===== src/verilog/tcd_defines.svh =====
// named offsets, field positions, reset values and limits of the capture/demodulation timer
`ifndef TCD_DEFINES_SVH
`define TCD_DEFINES_SVH

// register indices (byte address is four times the index)
`define TCD_IDX_COMMON_CONTROL 6'h01
`define TCD_IDX_RELOAD_HIGH 6'h07
`define TCD_IDX_WIDE_CAP_LOW 6'h08
`define TCD_IDX_WIDE_CAP_HIGH 6'h09
`define TCD_IDX_NARROW_CAP_LOW 6'h0A
`define TCD_IDX_NARROW_CAP_HIGH 6'h0B
`define TCD_IDX_AUX_CONTROL 6'h10
`define TCD_IDX_INT_STATUS 6'h11
`define TCD_IDX_INT_ENABLE 6'h12
`define TCD_IDX_INT_CLEAR 6'h13

// word index field inside haddr
`define TCD_ADDR_HI 7
`define TCD_ADDR_LO 2

// common control fields
`define TCD_CC_MODE 7
`define TCD_CC_SELECT 6
`define TCD_CC_EDGE_HI 5
`define TCD_CC_EDGE_LO 4
`define TCD_CC_RISE 1
`define TCD_CC_FALL 0

// demodulation edge selection codes
`define TCD_EDGE_FALLING 2'h0
`define TCD_EDGE_RISING 2'h1
`define TCD_EDGE_BOTH 2'h2

// aux control fields
`define TCD_AUX_RUN 0
`define TCD_AUX_PIN4_SELECT 1

// interrupt bit positions (status, enable and clear share them)
`define TCD_INT_CAPTURE 0
`define TCD_INT_TIMEOUT 1

// reset values and limits
`define TCD_RST_BYTE 8'h00
`define TCD_RST_INT 2'h0
`define TCD_NARROW_TOP 8'hFF
`define TCD_NARROW_ONE 8'h01
`define TCD_WIDE_ONE 16'h0001
`define TCD_RD_ZERO 32'h00000000
`define TCD_PAD_24 24'h000000
`define TCD_PAD_30 30'h00000000

`endif


===== src/verilog/tcd_pkg.sv =====
// types shared by the capture/demodulation timer files
package tcd_pkg;

	// common mode bit meaning
	typedef enum logic {
		TCD_MODE_TRANSMIT = 1'b0,
		TCD_MODE_DEMOD = 1'b1
	} tcd_mode_type;

	// latched ahb address phase
	typedef struct packed {
		logic valid;
		logic write;
		logic [5:0] index;
	} tcd_req_type;

	// driven port 3 output pins
	typedef struct packed {
		logic port3Bit4Pin;
		logic port3Bit6Pin;
	} tcd_pin_type;

endpackage : tcd_pkg


===== src/verilog/tcd_sync.sv =====
// three-stage pin synchroniser with agreement filter
`timescale 1ns/1ps

module tcd_sync (
	input wire logic core_clk, // system clock
	input wire logic reset_n, // async reset, active low
	input wire logic clkEn, // freezes state while low
	input wire logic asyncIn, // raw pin level
	output logic levelOut // filtered synchronous level
);

	logic ff1Reg, ff2Reg, ff3Reg, levelReg;
	logic levelNext;

	// level follows only once the second and third stages agree
	always_comb begin
		levelNext = levelReg;
		if (ff2Reg == ff3Reg) begin
			levelNext = ff3Reg;
		end
	end

	// shift chain and filtered level
	always_ff @(posedge core_clk or negedge reset_n) begin
		if (!reset_n) begin
			ff1Reg <= 1'b0;
			ff2Reg <= 1'b0;
			ff3Reg <= 1'b0;
			levelReg <= 1'b0;
		end else if (clkEn) begin
			ff1Reg <= asyncIn;
			ff2Reg <= ff1Reg;
			ff3Reg <= ff2Reg;
			levelReg <= levelNext;
		end
	end

	assign levelOut = levelReg;

endmodule : tcd_sync


===== src/verilog/tcd_top.sv =====
// capture/demodulation timer pair with its register file on ahb-lite
//
// Our own choice: the AHB-Lite interface to the registers.
`timescale 1ns/1ps
`include "tcd_defines.svh"

// What this block does
// narrow high-capture holds narrow count gathered while the demod input was one.
// narrow low-capture holds narrow count gathered while the demod input was zero.
// wide capture high byte shows the upper byte of the captured wide count.
// wide capture low byte shows the lower byte of the captured wide count.
// capture registers read captured data; writes to them change nothing.
// wide reload high byte is a read/write software register.
// capture interrupt enable lets demod captures raise the interrupt.
// counter interrupt enable lets narrow counter timeout raise the interrupt.
// a select bit drives port 3 bit 4 from port data or timer output.
// common control bit 7 picks mode for both timers; reset gives transmit.
// mode bit one selects demodulation meanings for the common control bits.
// in demod, bit 6 picks input: zero port 3 bit 1, one port 2 bit 0.
// in transmit, bit 6 zero keeps port 3 bit 6 as port output, reset default.
// each selected demod edge moves running counts into captures by ended level, then restarts.
module tcd_top (
	input wire logic core_clk, // system clock, 100 MHz
	input wire logic reset_n, // async reset, active low
	input wire logic clkEn, // freezes all state while low
	input wire logic hsel, // ahb slave select
	input wire logic [31:0] haddr, // ahb address
	input wire logic [1:0] htrans, // ahb transfer type
	input wire logic hwrite, // ahb write flag
	input wire logic [2:0] hsize, // ahb size, word only
	input wire logic [31:0] hwdata, // ahb write data
	input wire logic hready, // ahb bus ready
	output logic hreadyout, // slave ready
	output logic hresp, // slave response, always okay
	output logic [31:0] hrdata, // registered read data
	input wire logic port3Bit1Pin, // demod input pin a
	input wire logic port2Bit0Pin, // demod input pin b
	input wire logic port3Bit4PortData, // ordinary port data for bit 4
	input wire logic port3Bit6PortData, // ordinary port data for bit 6
	output tcd_pkg::tcd_pin_type pinOut, // registered port 3 pin levels
	output logic timerIrq // level interrupt request
);
	import tcd_pkg::*;

	////////////////////////////////////////////////////////////////////////////
	// declarations
	tcd_req_type reqReg, reqNext;
	logic [31:0] rdReg, rdNext;
	logic [7:0] ctrlReg, ctrlNext;
	logic [7:0] reloadHighReg, reloadHighNext;
	logic [1:0] auxReg, auxNext;
	logic [1:0] enableReg, enableNext;
	logic [1:0] statusReg, statusNext;
	logic riseFlagReg, riseFlagNext;
	logic fallFlagReg, fallFlagNext;
	logic irqReg, irqNext;
	logic [7:0] narrowCountReg, narrowCountNext;
	logic [15:0] wideCountReg, wideCountNext;
	logic [7:0] narrowCapHighReg, narrowCapHighNext;
	logic [7:0] narrowCapLowReg, narrowCapLowNext;
	logic [7:0] wideCapHighReg, wideCapHighNext;
	logic [7:0] wideCapLowReg, wideCapLowNext;
	logic prevLevelReg, prevLevelNext;
	logic narrowOutReg, narrowOutNext;
	tcd_pin_type pinReg, pinNext;
	logic [1:0] syncLevel;
	logic [1:0] rawPins;
	logic demodLevel;
	tcd_mode_type mode;
	logic isDemod;
	logic run;
	logic [1:0] edgeSel;
	logic rawRise, rawFall;
	logic takeRise, takeFall;
	logic captureEv;
	logic timeoutEv;
	logic [7:0] wrByte;
	logic [15:0] wideReload;

	////////////////////////////////////////////////////////////////////////////
	// helpers
	// true when the latched data phase is a write to the given index
	function automatic logic regWrite(input tcd_req_type r, input logic [5:0] idx);
		regWrite = r.valid & r.write & (r.index == idx);
	endfunction : regWrite

	// read value of one register index, unmapped reads give zero
	function automatic logic [31:0] readMux(
		input logic [5:0] idx,
		input logic [7:0] ctrlView,
		input logic [7:0] reloadHigh,
		input logic [7:0] wideLow,
		input logic [7:0] wideHigh,
		input logic [7:0] narrowLow,
		input logic [7:0] narrowHigh,
		input logic [1:0] aux,
		input logic [1:0] status,
		input logic [1:0] enable
	);
		case (idx)
			`TCD_IDX_COMMON_CONTROL: readMux = {`TCD_PAD_24, ctrlView};
			`TCD_IDX_RELOAD_HIGH: readMux = {`TCD_PAD_24, reloadHigh};
			`TCD_IDX_WIDE_CAP_LOW: readMux = {`TCD_PAD_24, wideLow};
			`TCD_IDX_WIDE_CAP_HIGH: readMux = {`TCD_PAD_24, wideHigh};
			`TCD_IDX_NARROW_CAP_LOW: readMux = {`TCD_PAD_24, narrowLow};
			`TCD_IDX_NARROW_CAP_HIGH: readMux = {`TCD_PAD_24, narrowHigh};
			`TCD_IDX_AUX_CONTROL: readMux = {`TCD_PAD_30, aux};
			`TCD_IDX_INT_STATUS: readMux = {`TCD_PAD_30, status};
			`TCD_IDX_INT_ENABLE: readMux = {`TCD_PAD_30, enable};
			default: readMux = `TCD_RD_ZERO;
		endcase
	endfunction : readMux

	////////////////////////////////////////////////////////////////////////////
	// demodulator input synchronisers
	assign rawPins = {port2Bit0Pin, port3Bit1Pin};

	// one three-stage filter per candidate pin
	generate
		for (genvar i = 0; i < 2; i++) begin : gSync
			tcd_sync uSync (
				.core_clk(core_clk),
				.reset_n(reset_n),
				.clkEn(clkEn),
				.asyncIn(rawPins[i]),
				.levelOut(syncLevel[i])
			);
		end
	endgenerate

	////////////////////////////////////////////////////////////////////////////
	// mode decode and edge events
	// mode bit steers both timers
	assign mode = tcd_mode_type'(ctrlReg[`TCD_CC_MODE]);
	assign isDemod = (mode == TCD_MODE_DEMOD);
	assign run = auxReg[`TCD_AUX_RUN];
	assign edgeSel = ctrlReg[`TCD_CC_EDGE_HI:`TCD_CC_EDGE_LO];
	assign wrByte = hwdata[7:0];
	assign wideReload = {reloadHighReg, `TCD_RST_BYTE};

	// bit 6 chooses the demodulator pin only in demod mode
	assign demodLevel = ctrlReg[`TCD_CC_SELECT] ? syncLevel[1] : syncLevel[0];

	// raw transitions of the selected input
	assign rawRise = isDemod & run & demodLevel & ~prevLevelReg;
	assign rawFall = isDemod & run & ~demodLevel & prevLevelReg;

	// edge selection gates which transitions capture
	always_comb begin
		takeRise = 1'b0;
		takeFall = 1'b0;
		case (edgeSel)
			`TCD_EDGE_FALLING: takeFall = rawFall;
			`TCD_EDGE_RISING: takeRise = rawRise;
			`TCD_EDGE_BOTH: begin
				takeRise = rawRise;
				takeFall = rawFall;
			end
			default: takeRise = 1'b0;
		endcase
	end

	assign captureEv = takeRise | takeFall;
	assign timeoutEv = run & (narrowCountReg == `TCD_NARROW_TOP);

	////////////////////////////////////////////////////////////////////////////
	// ahb-lite slave: address phase latch and registered read data
	// zero wait states except while the clock enable holds the block frozen
	assign hreadyout = clkEn;
	assign hresp = 1'b0;
	assign hrdata = rdReg;

	// capture address phase and prepare read data at the same edge
	always_comb begin
		reqNext = reqReg;
		rdNext = rdReg;
		if (hready) begin
			reqNext.valid = hsel & htrans[1];
			reqNext.write = hwrite;
			reqNext.index = haddr[`TCD_ADDR_HI:`TCD_ADDR_LO];
			if (hsel & htrans[1] & ~hwrite) begin
				rdNext = readMux(haddr[`TCD_ADDR_HI:`TCD_ADDR_LO],
					isDemod ? {ctrlReg[7:2], riseFlagReg, fallFlagReg} : ctrlReg,
					reloadHighReg, wideCapLowReg, wideCapHighReg,
					narrowCapLowReg, narrowCapHighReg,
					auxReg, statusReg, enableReg);
			end
		end
	end
	// register the bus phase and the read data
	always_ff @(posedge core_clk or negedge reset_n) begin
		if (!reset_n) begin
			reqReg <= '0;
			rdReg <= `TCD_RD_ZERO;
		end else if (clkEn) begin
			reqReg <= reqNext;
			rdReg <= rdNext;
		end
	end

	////////////////////////////////////////////////////////////////////////////
	// software control registers
	// writes land in the data phase; capture indices have no write path
	always_comb begin
		ctrlNext = ctrlReg;
		reloadHighNext = reloadHighReg;
		auxNext = auxReg;
		enableNext = enableReg;
		if (regWrite(reqReg, `TCD_IDX_COMMON_CONTROL)) begin
			ctrlNext[7:2] = wrByte[7:2];
			if (!isDemod) begin
				ctrlNext[1:0] = wrByte[1:0];
			end
		end
		if (regWrite(reqReg, `TCD_IDX_RELOAD_HIGH)) begin
			reloadHighNext = wrByte;
		end
		if (regWrite(reqReg, `TCD_IDX_AUX_CONTROL)) begin
			auxNext = wrByte[1:0];
		end
		if (regWrite(reqReg, `TCD_IDX_INT_ENABLE)) begin
			enableNext = wrByte[1:0];
		end
	end
	// register the software control fields
	always_ff @(posedge core_clk or negedge reset_n) begin
		if (!reset_n) begin
			ctrlReg <= `TCD_RST_BYTE;
			reloadHighReg <= `TCD_RST_BYTE;
			auxReg <= `TCD_RST_INT;
			enableReg <= `TCD_RST_INT;
		end else if (clkEn) begin
			ctrlReg <= ctrlNext;
			reloadHighReg <= reloadHighNext;
			auxReg <= auxNext;
			enableReg <= enableNext;
		end
	end

	////////////////////////////////////////////////////////////////////////////
	// counters and capture registers
	// demod edges snapshot the running counts and restart them
	always_comb begin
		narrowCountNext = narrowCountReg;
		wideCountNext = wideCountReg;
		narrowCapHighNext = narrowCapHighReg;
		narrowCapLowNext = narrowCapLowReg;
		wideCapHighNext = wideCapHighReg;
		wideCapLowNext = wideCapLowReg;
		prevLevelNext = demodLevel;
		narrowOutNext = narrowOutReg;
		if (!run) begin
			narrowCountNext = `TCD_RST_BYTE;
			wideCountNext = wideReload;
			narrowOutNext = ctrlReg[`TCD_CC_RISE];
		end else if (captureEv) begin
			if (takeFall) begin
				narrowCapHighNext = narrowCountReg;
			end
			if (takeRise) begin
				narrowCapLowNext = narrowCountReg;
			end
			wideCapHighNext = wideCountReg[15:8];
			wideCapLowNext = wideCountReg[7:0];
			narrowCountNext = `TCD_RST_BYTE;
			wideCountNext = wideReload;
		end else begin
			narrowCountNext = narrowCountReg + `TCD_NARROW_ONE;
			wideCountNext = wideCountReg + `TCD_WIDE_ONE;
			if (timeoutEv && !isDemod) begin
				narrowOutNext = ~narrowOutReg;
			end
		end
	end
	// register counters, captures and the timer output
	always_ff @(posedge core_clk or negedge reset_n) begin
		if (!reset_n) begin
			narrowCountReg <= `TCD_RST_BYTE;
			wideCountReg <= {`TCD_RST_BYTE, `TCD_RST_BYTE};
			narrowCapHighReg <= `TCD_RST_BYTE;
			narrowCapLowReg <= `TCD_RST_BYTE;
			wideCapHighReg <= `TCD_RST_BYTE;
			wideCapLowReg <= `TCD_RST_BYTE;
			prevLevelReg <= 1'b0;
			narrowOutReg <= 1'b0;
		end else if (clkEn) begin
			narrowCountReg <= narrowCountNext;
			wideCountReg <= wideCountNext;
			narrowCapHighReg <= narrowCapHighNext;
			narrowCapLowReg <= narrowCapLowNext;
			wideCapHighReg <= wideCapHighNext;
			wideCapLowReg <= wideCapLowNext;
			prevLevelReg <= prevLevelNext;
			narrowOutReg <= narrowOutNext;
		end
	end

	////////////////////////////////////////////////////////////////////////////
	// edge flags, interrupt status and request
	// sticky bits; a new event in the clearing cycle keeps its bit set
	always_comb begin
		riseFlagNext = riseFlagReg;
		fallFlagNext = fallFlagReg;
		statusNext = statusReg;
		if (regWrite(reqReg, `TCD_IDX_COMMON_CONTROL) && isDemod) begin
			if (wrByte[`TCD_CC_RISE]) begin
				riseFlagNext = 1'b0;
			end
			if (wrByte[`TCD_CC_FALL]) begin
				fallFlagNext = 1'b0;
			end
		end
		if (regWrite(reqReg, `TCD_IDX_INT_CLEAR)) begin
			statusNext = statusReg & ~wrByte[1:0];
		end
		if (takeRise) begin
			riseFlagNext = 1'b1;
		end
		if (takeFall) begin
			fallFlagNext = 1'b1;
		end
		if (captureEv) begin
			statusNext[`TCD_INT_CAPTURE] = 1'b1;
		end
		if (timeoutEv) begin
			statusNext[`TCD_INT_TIMEOUT] = 1'b1;
		end
		// request stays high while any enabled bit is pending
		irqNext = |(statusNext & enableNext);
	end
	// register flags, status and the request level
	always_ff @(posedge core_clk or negedge reset_n) begin
		if (!reset_n) begin
			riseFlagReg <= 1'b0;
			fallFlagReg <= 1'b0;
			statusReg <= `TCD_RST_INT;
			irqReg <= 1'b0;
		end else if (clkEn) begin
			riseFlagReg <= riseFlagNext;
			fallFlagReg <= fallFlagNext;
			statusReg <= statusNext;
			irqReg <= irqNext;
		end
	end

	assign timerIrq = irqReg;

	////////////////////////////////////////////////////////////////////////////
	// port 3 output pin selection
	// timer output may replace ordinary port data on bits 4 and 6
	always_comb begin
		pinNext.port3Bit4Pin = auxReg[`TCD_AUX_PIN4_SELECT] ? narrowOutReg
			: port3Bit4PortData;
		pinNext.port3Bit6Pin = (!isDemod && ctrlReg[`TCD_CC_SELECT]) ? narrowOutReg
			: port3Bit6PortData;
	end
	// register the pin levels so the pins never glitch
	always_ff @(posedge core_clk or negedge reset_n) begin
		if (!reset_n) begin
			pinReg <= '0;
		end else if (clkEn) begin
			pinReg <= pinNext;
		end
	end

	assign pinOut = pinReg;

endmodule : tcd_top


===== config.mk =====
export PLATFORM = sky130hd
export DESIGN_NAME = tcd_top
export DESIGN_NICKNAME = d
export VERILOG_FILES = /design/src/verilog/tcd_pkg.sv /design/src/verilog/tcd_sync.sv /design/src/verilog/tcd_top.sv
export VERILOG_INCLUDE_DIRS = /design/src /design/src/verilog
export SDC_FILE = /design/constraint.sdc
export NUM_CORES = 1
export LEC_CHECK = 0
export BUFFER_PORTS_ARGS = -buffer_cell sky130_fd_sc_hd__buf_2
export CORE_MARGIN = 2
export CORE_UTILIZATION = 25
export CTS_CLUSTER_DIAMETER = 80
export DETAILED_ROUTE_END_ITERATION = 10
export PLACE_DENSITY = 0.48
export SLEW_MARGIN = 20
export SYNTH_ARGS = -nofsm -noshare
export SYNTH_HDL_FRONTEND = slang
export SYNTH_SLANG_ARGS = --single-unit

===== constraint.sdc =====
create_clock -name core_clk -period 3.65 [get_ports core_clk]
set_input_delay 0.365 -clock core_clk [delete_from_list [all_inputs] [get_ports core_clk]]
set_output_delay 0.365 -clock core_clk [all_outputs]
set_load 0.05 [all_outputs]

### After elaboration in Yosys (flattened, before gate mapping)

Cells that the tools add are included.

* add/subtract/negate cells: 2
* eq/ne operators: 21
* multiplexer cells: 24
* bitwise gates (word level): 23
* reduce and logical (&&, ||, !) cells: 26

Operators by type and width (count)
* case mux 8 bit (9 select lines): 1
* equality test 6 x 5 -> 1 bit (second input constant): 6
* two-way mux 16 bit: 2
* equality test 6 x 4 -> 1 bit (second input constant): 4
* two-way mux 8 bit: 3
* AND reduction 3 bit: 6
* adder 16 x 1 -> 16 bit (second input constant): 1
* two-way mux 1 bit: 16
* AND 1 bit: 14
* equality test 6 x 1 -> 1 bit (second input constant): 2
* equality test 6 x 3 -> 1 bit (second input constant): 2
* AND reduction 2 bit: 6
* adder 8 x 1 -> 8 bit (second input constant): 1
* equality test 8 bit (second input constant): 1
* AND reduction 4 bit: 2
* nonzero test 2 bit: 4
* OR reduction 2 bit: 3
* inverter 1 bit: 5
* AND 2 bit: 2
* two-way mux 2 bit: 2
* logical AND 1 bit: 3
* equality test 1 bit: 2
* equality test 2 x 1 -> 1 bit (second input constant): 1
* equality test 2 bit (second input constant): 1
* other kinds (6): 6

* flip-flop bits (word level): 133
* input port bits: 79
* output and inout port bits: 37
* word-level logic and storage cells: 127

### Longest topological paths before layout

* word-level depth: 9
* mapped depth: 9
* mapped depth without buffers: 7

### By module

From an unflattened synthesis, not the netlist that was laid out.

* cells, all modules: 464
* area total of the unflattened synthesis: 5466.5 µm²

By module, submodules not included
* tcd_top: instances 1, cells each 444, area an instance 5153.7 µm², sequential area each 2527.4 µm²
* tcd_sync: instances 2, cells each 10, area an instance 156.4 µm², sequential area each 100.1 µm²

### Worst setup path after synthesis

OpenSTA, ideal clock, no wires.

* path kind: reg2reg
* from: register ctrlReg[4]
* to: register wideCapHighReg[0]
* library setup time: 0.125 ns
* arrival: 1.922 ns
* required time: 3.525 ns
* setup slack: 1.604 ns
* stages on the path, launching flop included: 9
* path buffers: 1
* period minus slack after synthesis: 2.046 ns
* cells stage by stage: dfrtp_1 > inv_1 > ha_1 > and3b_1 > nor2b_1 > a22o_1 > nand2_1 > buf_4 > mux2_2

* cells in the longest elaborated chain, start to end: 5
* elaborated cells between the ends (all ways): 9
* those cells by class: eq/ne: 2; mux: 2; bitwise: 1; reduce/logical: 4

RTL lines
* start, declared: RTL line tcd_top.sv:49 `logic [7:0] ctrlReg, ctrlNext;`
* start signal, assigned: RTL line tcd_top.sv:228 `` ctrlReg <= `TCD_RST_BYTE; ``
* start signal, assigned: RTL line tcd_top.sv:233 `ctrlReg <= ctrlNext;`
* equality test 2 bit (tied with other cells): RTL line tcd_top.sv:152 `case (edgeSel)`
* OR reduction 2 bit (no line)
* two-way mux 1 bit: RTL line tcd_top.sv:152
* OR 1 bit *: RTL line tcd_top.sv:163 `assign captureEv = takeRise | takeFall;`
* AND reduction 3 bit (no line) *
* end signal, assigned: RTL line tcd_top.sv:282 `` wideCapHighReg <= `TCD_RST_BYTE; ``
* end signal, assigned: RTL line tcd_top.sv:291 `wideCapHighReg <= wideCapHighNext;`
* end, declared: RTL line tcd_top.sv:61 `logic [7:0] wideCapHighReg, wideCapHighNext;`

Mark *: on every way between the ends. The rest lies on a longest branch, timed or not.
A chain may end at the register's enable or synchronous reset.

### Worst setup path after layout

* from: register ctrlReg[4]
* to: register wideCapLowReg[0]

* cells in the longest elaborated chain, start to end: 5
* elaborated cells between the ends (all ways): 9
* those cells by class: eq/ne: 2; mux: 2; bitwise: 1; reduce/logical: 4

RTL lines
* equality test 2 bit (tied with other cells): RTL line tcd_top.sv:152
* OR reduction 2 bit (no line)
* two-way mux 1 bit: RTL line tcd_top.sv:152
* OR 1 bit *: RTL line tcd_top.sv:163
* AND reduction 3 bit (no line) *
* end signal, assigned: RTL line tcd_top.sv:283 `` wideCapLowReg <= `TCD_RST_BYTE; ``
* end signal, assigned: RTL line tcd_top.sv:292 `wideCapLowReg <= wideCapLowNext;`
* end, declared: RTL line tcd_top.sv:62 `logic [7:0] wideCapLowReg, wideCapLowNext;`

Marked as above.

==> metrics.md <==
| Metric | Value |
|---|---|
| Status | finished, final reports clean |
| Depth of the worst register-to-register path | 7 |
| Yosys Warn Count | 0 |
| Post-route cell area | 6190 um2 |
| Post-route DRC | 0 |
| Startpoint Class | flip-flop |
| Post-layout nets | 598 |
| I/O pin total | 116 |
| Worst path required time | 3.88 ns |
| Vias | 3794 |
| R2r startpoint | ctrlReg[4]$_DFFE_PN0P_ |
| Max-cap violations | 0 |
| Sw Ratio | 26.0% |
| Switching power | 0.000686 W |
| EDFF count, synth | 0 |
| Crit path arrival time | 2.76 ns |
| Core Area | 21800 um2 |
| Clk sink count | 109 |
| Clk buf depth | 2 |
| Critical path origin | ctrlReg[4]$_DFFE_PN0P_ |
| PD cells | 427 nW/um2 |
| TNS Setup | 0 ns |
| Cts hold-fix bufs | 0 |
| Fin Hold WS | 0.0604 ns |
| Period minus WS final | 2.53 ns |
| Post-CTS Setup Inserts | 0 |
| Clk_lat worst skew | roughly 0.35 ns |
| Share of cells above drive strength 1 | about a quarter |
| Initial antenna violation count | 0 |
| Hpwl dp | between 9000 and 10000 um |
| Cell Area, Placed | 5890 um2 |
| First-pass GRT wire length | 21700 um |
| Peak supply drop | 0.209 mV |
| Wirelength, routed | 13400 um |
| FF+latch count, synth | 109 |
| Gpl congestion | between 0.7 and 0.8 |
| Initial Utilization | 25.3% |
| R2R Path End | wideCapLowReg[0]$_DFFE_PN0P_ |
| Grt ovf | 0 |
| Multi-input logic area | 2540 um2 |
| Antenna diode count | 0 |
| H-tree levels | 3 |
| CTS tree | done |
| Leak | 2.84 nW |
| Root Buffer Master | clkbuf_16 |
| CP max FO | 16 |
| Post-route ant nets | 0 |
| Max Clk Rate | a little under 400 MHz |
| Ranking of synthesized cells by area | dfrtp_1 (49%), mux2_2 (14%), buf_4 (3.8%) |
| WL per Instance | 16.8 um |
| Cell taking the most area after synthesis | dfrtp_1 |
| Final Core Density | between 20% and 30% |
| Mapped Area | 5510 um2 |
| Setup Crit Path Kind | reg -> reg |
| # fillers | approximately 2300 |
| Largest net degree at the start of global routing | 59 |
| Final setup viols | 0 |
| Slew HR | 44.3% |
| Tot GR Track Use | 11.9% |
| Num rows | 54 |
| Yosys top cell area share | 49.5% |
| Area grow syn2layout | 12.3% |
| Number of global-route vias before repair | 3803 |
| 1st-pass router iterations | 6 |
| Final hold viol count | 0 |
| Slew @ Worst Pin | 0.829 ns |
| RSZ-0062 raised after global routing | no |
| Worst-path clk slew | 0.07 ns |
| Max-slew violations | 0 |
| Final critical-path share of the clock period | 69.2% |
| Count of cell types in the netlist | 64 |
| Post-Syn Instances | 485 |
| Synth async-reset ratio | 100% |
| Die height | between 150 and 200 um |
| Sequential cell area | 2730 um2 |
| Worst min-delay path class | in -> async |
| P_int | 0.00196 W |
| Width of the die | approximately 150 um |
| Seq/Total Area, Yosys | 49.5% |
| Comb pwr share | ~12% |
| Ys flop type | dfrtp_1 |
| I/O Buffers | 36 |
| Avg Synthesized Cell Area | roughly 11 um2 |
| Clock network fraction of total power | 38.0% |
| R2R Setup Slk | 1.12 ns |
| 1st-iter DRT viols | 208 |
| Inserted Clock Buffers | 9 |
| Vias/cell | 4.75 |
| Clock skew | 0.00521 ns |
| Power Total | 0.00264 W |
| Resize count post-CTS | 0 |
| Register share of total power | around half |
| Area of the die | 23300 um2 |
| Crit. End Element | flip-flop |
-- worst max-delay path by stage --
stage	cells past startpoint	endpoint
after floorplan	8	wideCapHighReg[0]$_DFFE_PN0P_
after global placement	7	wideCapHighReg[1]$_DFFE_PN0P_
after detailed placement	7	wideCapLowReg[0]$_DFFE_PN0P_
after CTS	7	wideCapHighReg[6]$_DFFE_PN0P_
after global routing	7	wideCapLowReg[0]$_DFFE_PN0P_
final	7	wideCapLowReg[0]$_DFFE_PN0P_
-- per-stage QoR --
| stage | instances | worst slack [ns] |
|---|---|---|
| 6_report | 798 | 1.12 |
| 5_1_grt | 798 | 1.01 |
| 4_1_cts | 798 | 1.12 |
| 3_5_place_dp | 784 | 1.14 |
| 3_3_place_gp | 784 | 1.19 |
| 2_1_floorplan | 509 | 1.60 |
-- metal layers --
metal	track usage [%]	wire, um	share of wire [%]	up-vias
met5	0	0	0	-
met4	5.11	315	2.4	0
met3	3.04	664	5.0	18
met2	18.0	6090	45	107
met1	16.2	6320	47	1874
li1	-	-	-	1795
-- registers in the layout (all words and copies together), names as in the netlist --
| name | count |
|---|---|
| statusReg | 2 |
| narrowCapLowReg | 8 |
| hrdata | 8 |
| prevLevelReg | 1 |
| pinOut | 2 |
| gSync.uSync.levelOut | 2 |
| wideCapHighReg | 8 |
| narrowCapHighReg | 8 |
| narrowOutReg | 1 |
| riseFlagReg | 1 |
| auxReg | 2 |
| gSync.uSync.ff3Reg | 2 |
| enableReg | 2 |
| timerIrq | 1 |
| gSync.uSync.ff2Reg | 2 |
| ctrlReg | 8 |
| fallFlagReg | 1 |
| wideCountReg | 16 |
| wideCapLowReg | 8 |
| narrowCountReg | 8 |
| reqReg | 8 |
| reloadHighReg | 8 |
| gSync.uSync.ff1Reg | 2 |
-- placed cells by master (no fill, tap or decap), types with 2 or more instances in the layout --
master | Yosys | final
a211o_1 | 8 | 8
a21o_1 | 3 | 3
a21oi_1 | 14 | 14
a22o_1 | 12 | 12
a22oi_1 | 7 | 7
a2bb2oi_1 | 3 | 3
and2_1 | 4 | 4
and3_1 | 9 | 9
and3b_1 | 2 | 2
and4_1 | 4 | 4
buf_2 | 10 | 35
buf_4 | 28 | 8
clkbuf_16 | 0 | 9
clkbuf_8 | 0 | 3
conb_1 | 1 | 25
dfrtp_1 | 109 | 109
ha_1 | 4 | 4
inv_1 | 8 | 8
mux2_2 | 68 | 68
mux2i_1 | 13 | 13
mux4_2 | 2 | 2
nand2_1 | 29 | 29
nand2b_1 | 3 | 3
nand3_1 | 19 | 19
nand3b_1 | 3 | 3
nand4_1 | 6 | 6
nor2_1 | 20 | 20
nor2b_1 | 8 | 8
nor3_1 | 9 | 9
nor3b_1 | 2 | 2
o21a_1 | 2 | 2
o21ai_0 | 17 | 17
o22ai_1 | 4 | 4
o2bb2ai_1 | 6 | 6
o31ai_1 | 4 | 4
or2_2 | 2 | 2
or3_1 | 4 | 4
or4_1 | 2 | 2
-- layout make-up --
cell class	count	share of cell area [%]
Tap cell	280	5.66
Sequential cell	109	44.1
Multi-Input combinational cell	343	41.1
Clock buffer	13	4.37
Clock inverter	1	0.485
Inverter	9	0.546
Timing Repair Buffer	43	3.80
-- power by group through the flow --
stage	Clock (W)	Combinational (W)	Sequential (W)
final	0.00100	0.000306	0.00133
after detailed placement	0	0.000309	0.00135
after CTS	0.00103	0.000309	0.00133
after global placement	0	0.000301	0.00135
after global routing	0.00108	0.000339	0.00134
after floorplan	0	0.000233	0.00134
-- kinds of logic after synthesis --
logic type / Yosys count / synth area share (%)
AOI/OAI and AO/OA: 94 / 12.6
xor gates and xnor gates: 2 / 0.318
adders and majority gates: 4 / 0.908
buffers and inverters: 57 / 6.01
DFF: 109 / 49.5
muxes: 84 / 17.3
other: 1 / 0.0680
and+or+nand+nor: 134 / 13.3
-- synthesized netlist by cell type (4+ instances only) --
library cell and n:
dfrtp_1 109, mux2_2 68, nand2_1 29, buf_4 28, nor2_1 20, nand3_1 19, o21ai_0 17, a21oi_1 14
mux2i_1 13, a22o_1 12, buf_2 10, and3_1 9, nor3_1 9, a211o_1 8, inv_1 8, nor2b_1 8
a22oi_1 7, clkbuf_1 7, nand4_1 6, o2bb2ai_1 6, and2_1 4, and4_1 4, ha_1 4, o22ai_1 4
o31ai_1 4, or3_1 4
-- worst max-delay path, cell delays in order (launching register included) --
cell and delay (ns):
dfrtp_1 0.41, inv_1 0.11, ha_1 0.30, and3b_1 0.19
nor2b_1 0.14, a22o_1 0.27, nand2_1 0.58, mux2_2 0.42
Power figures use the tool's default switching activity.
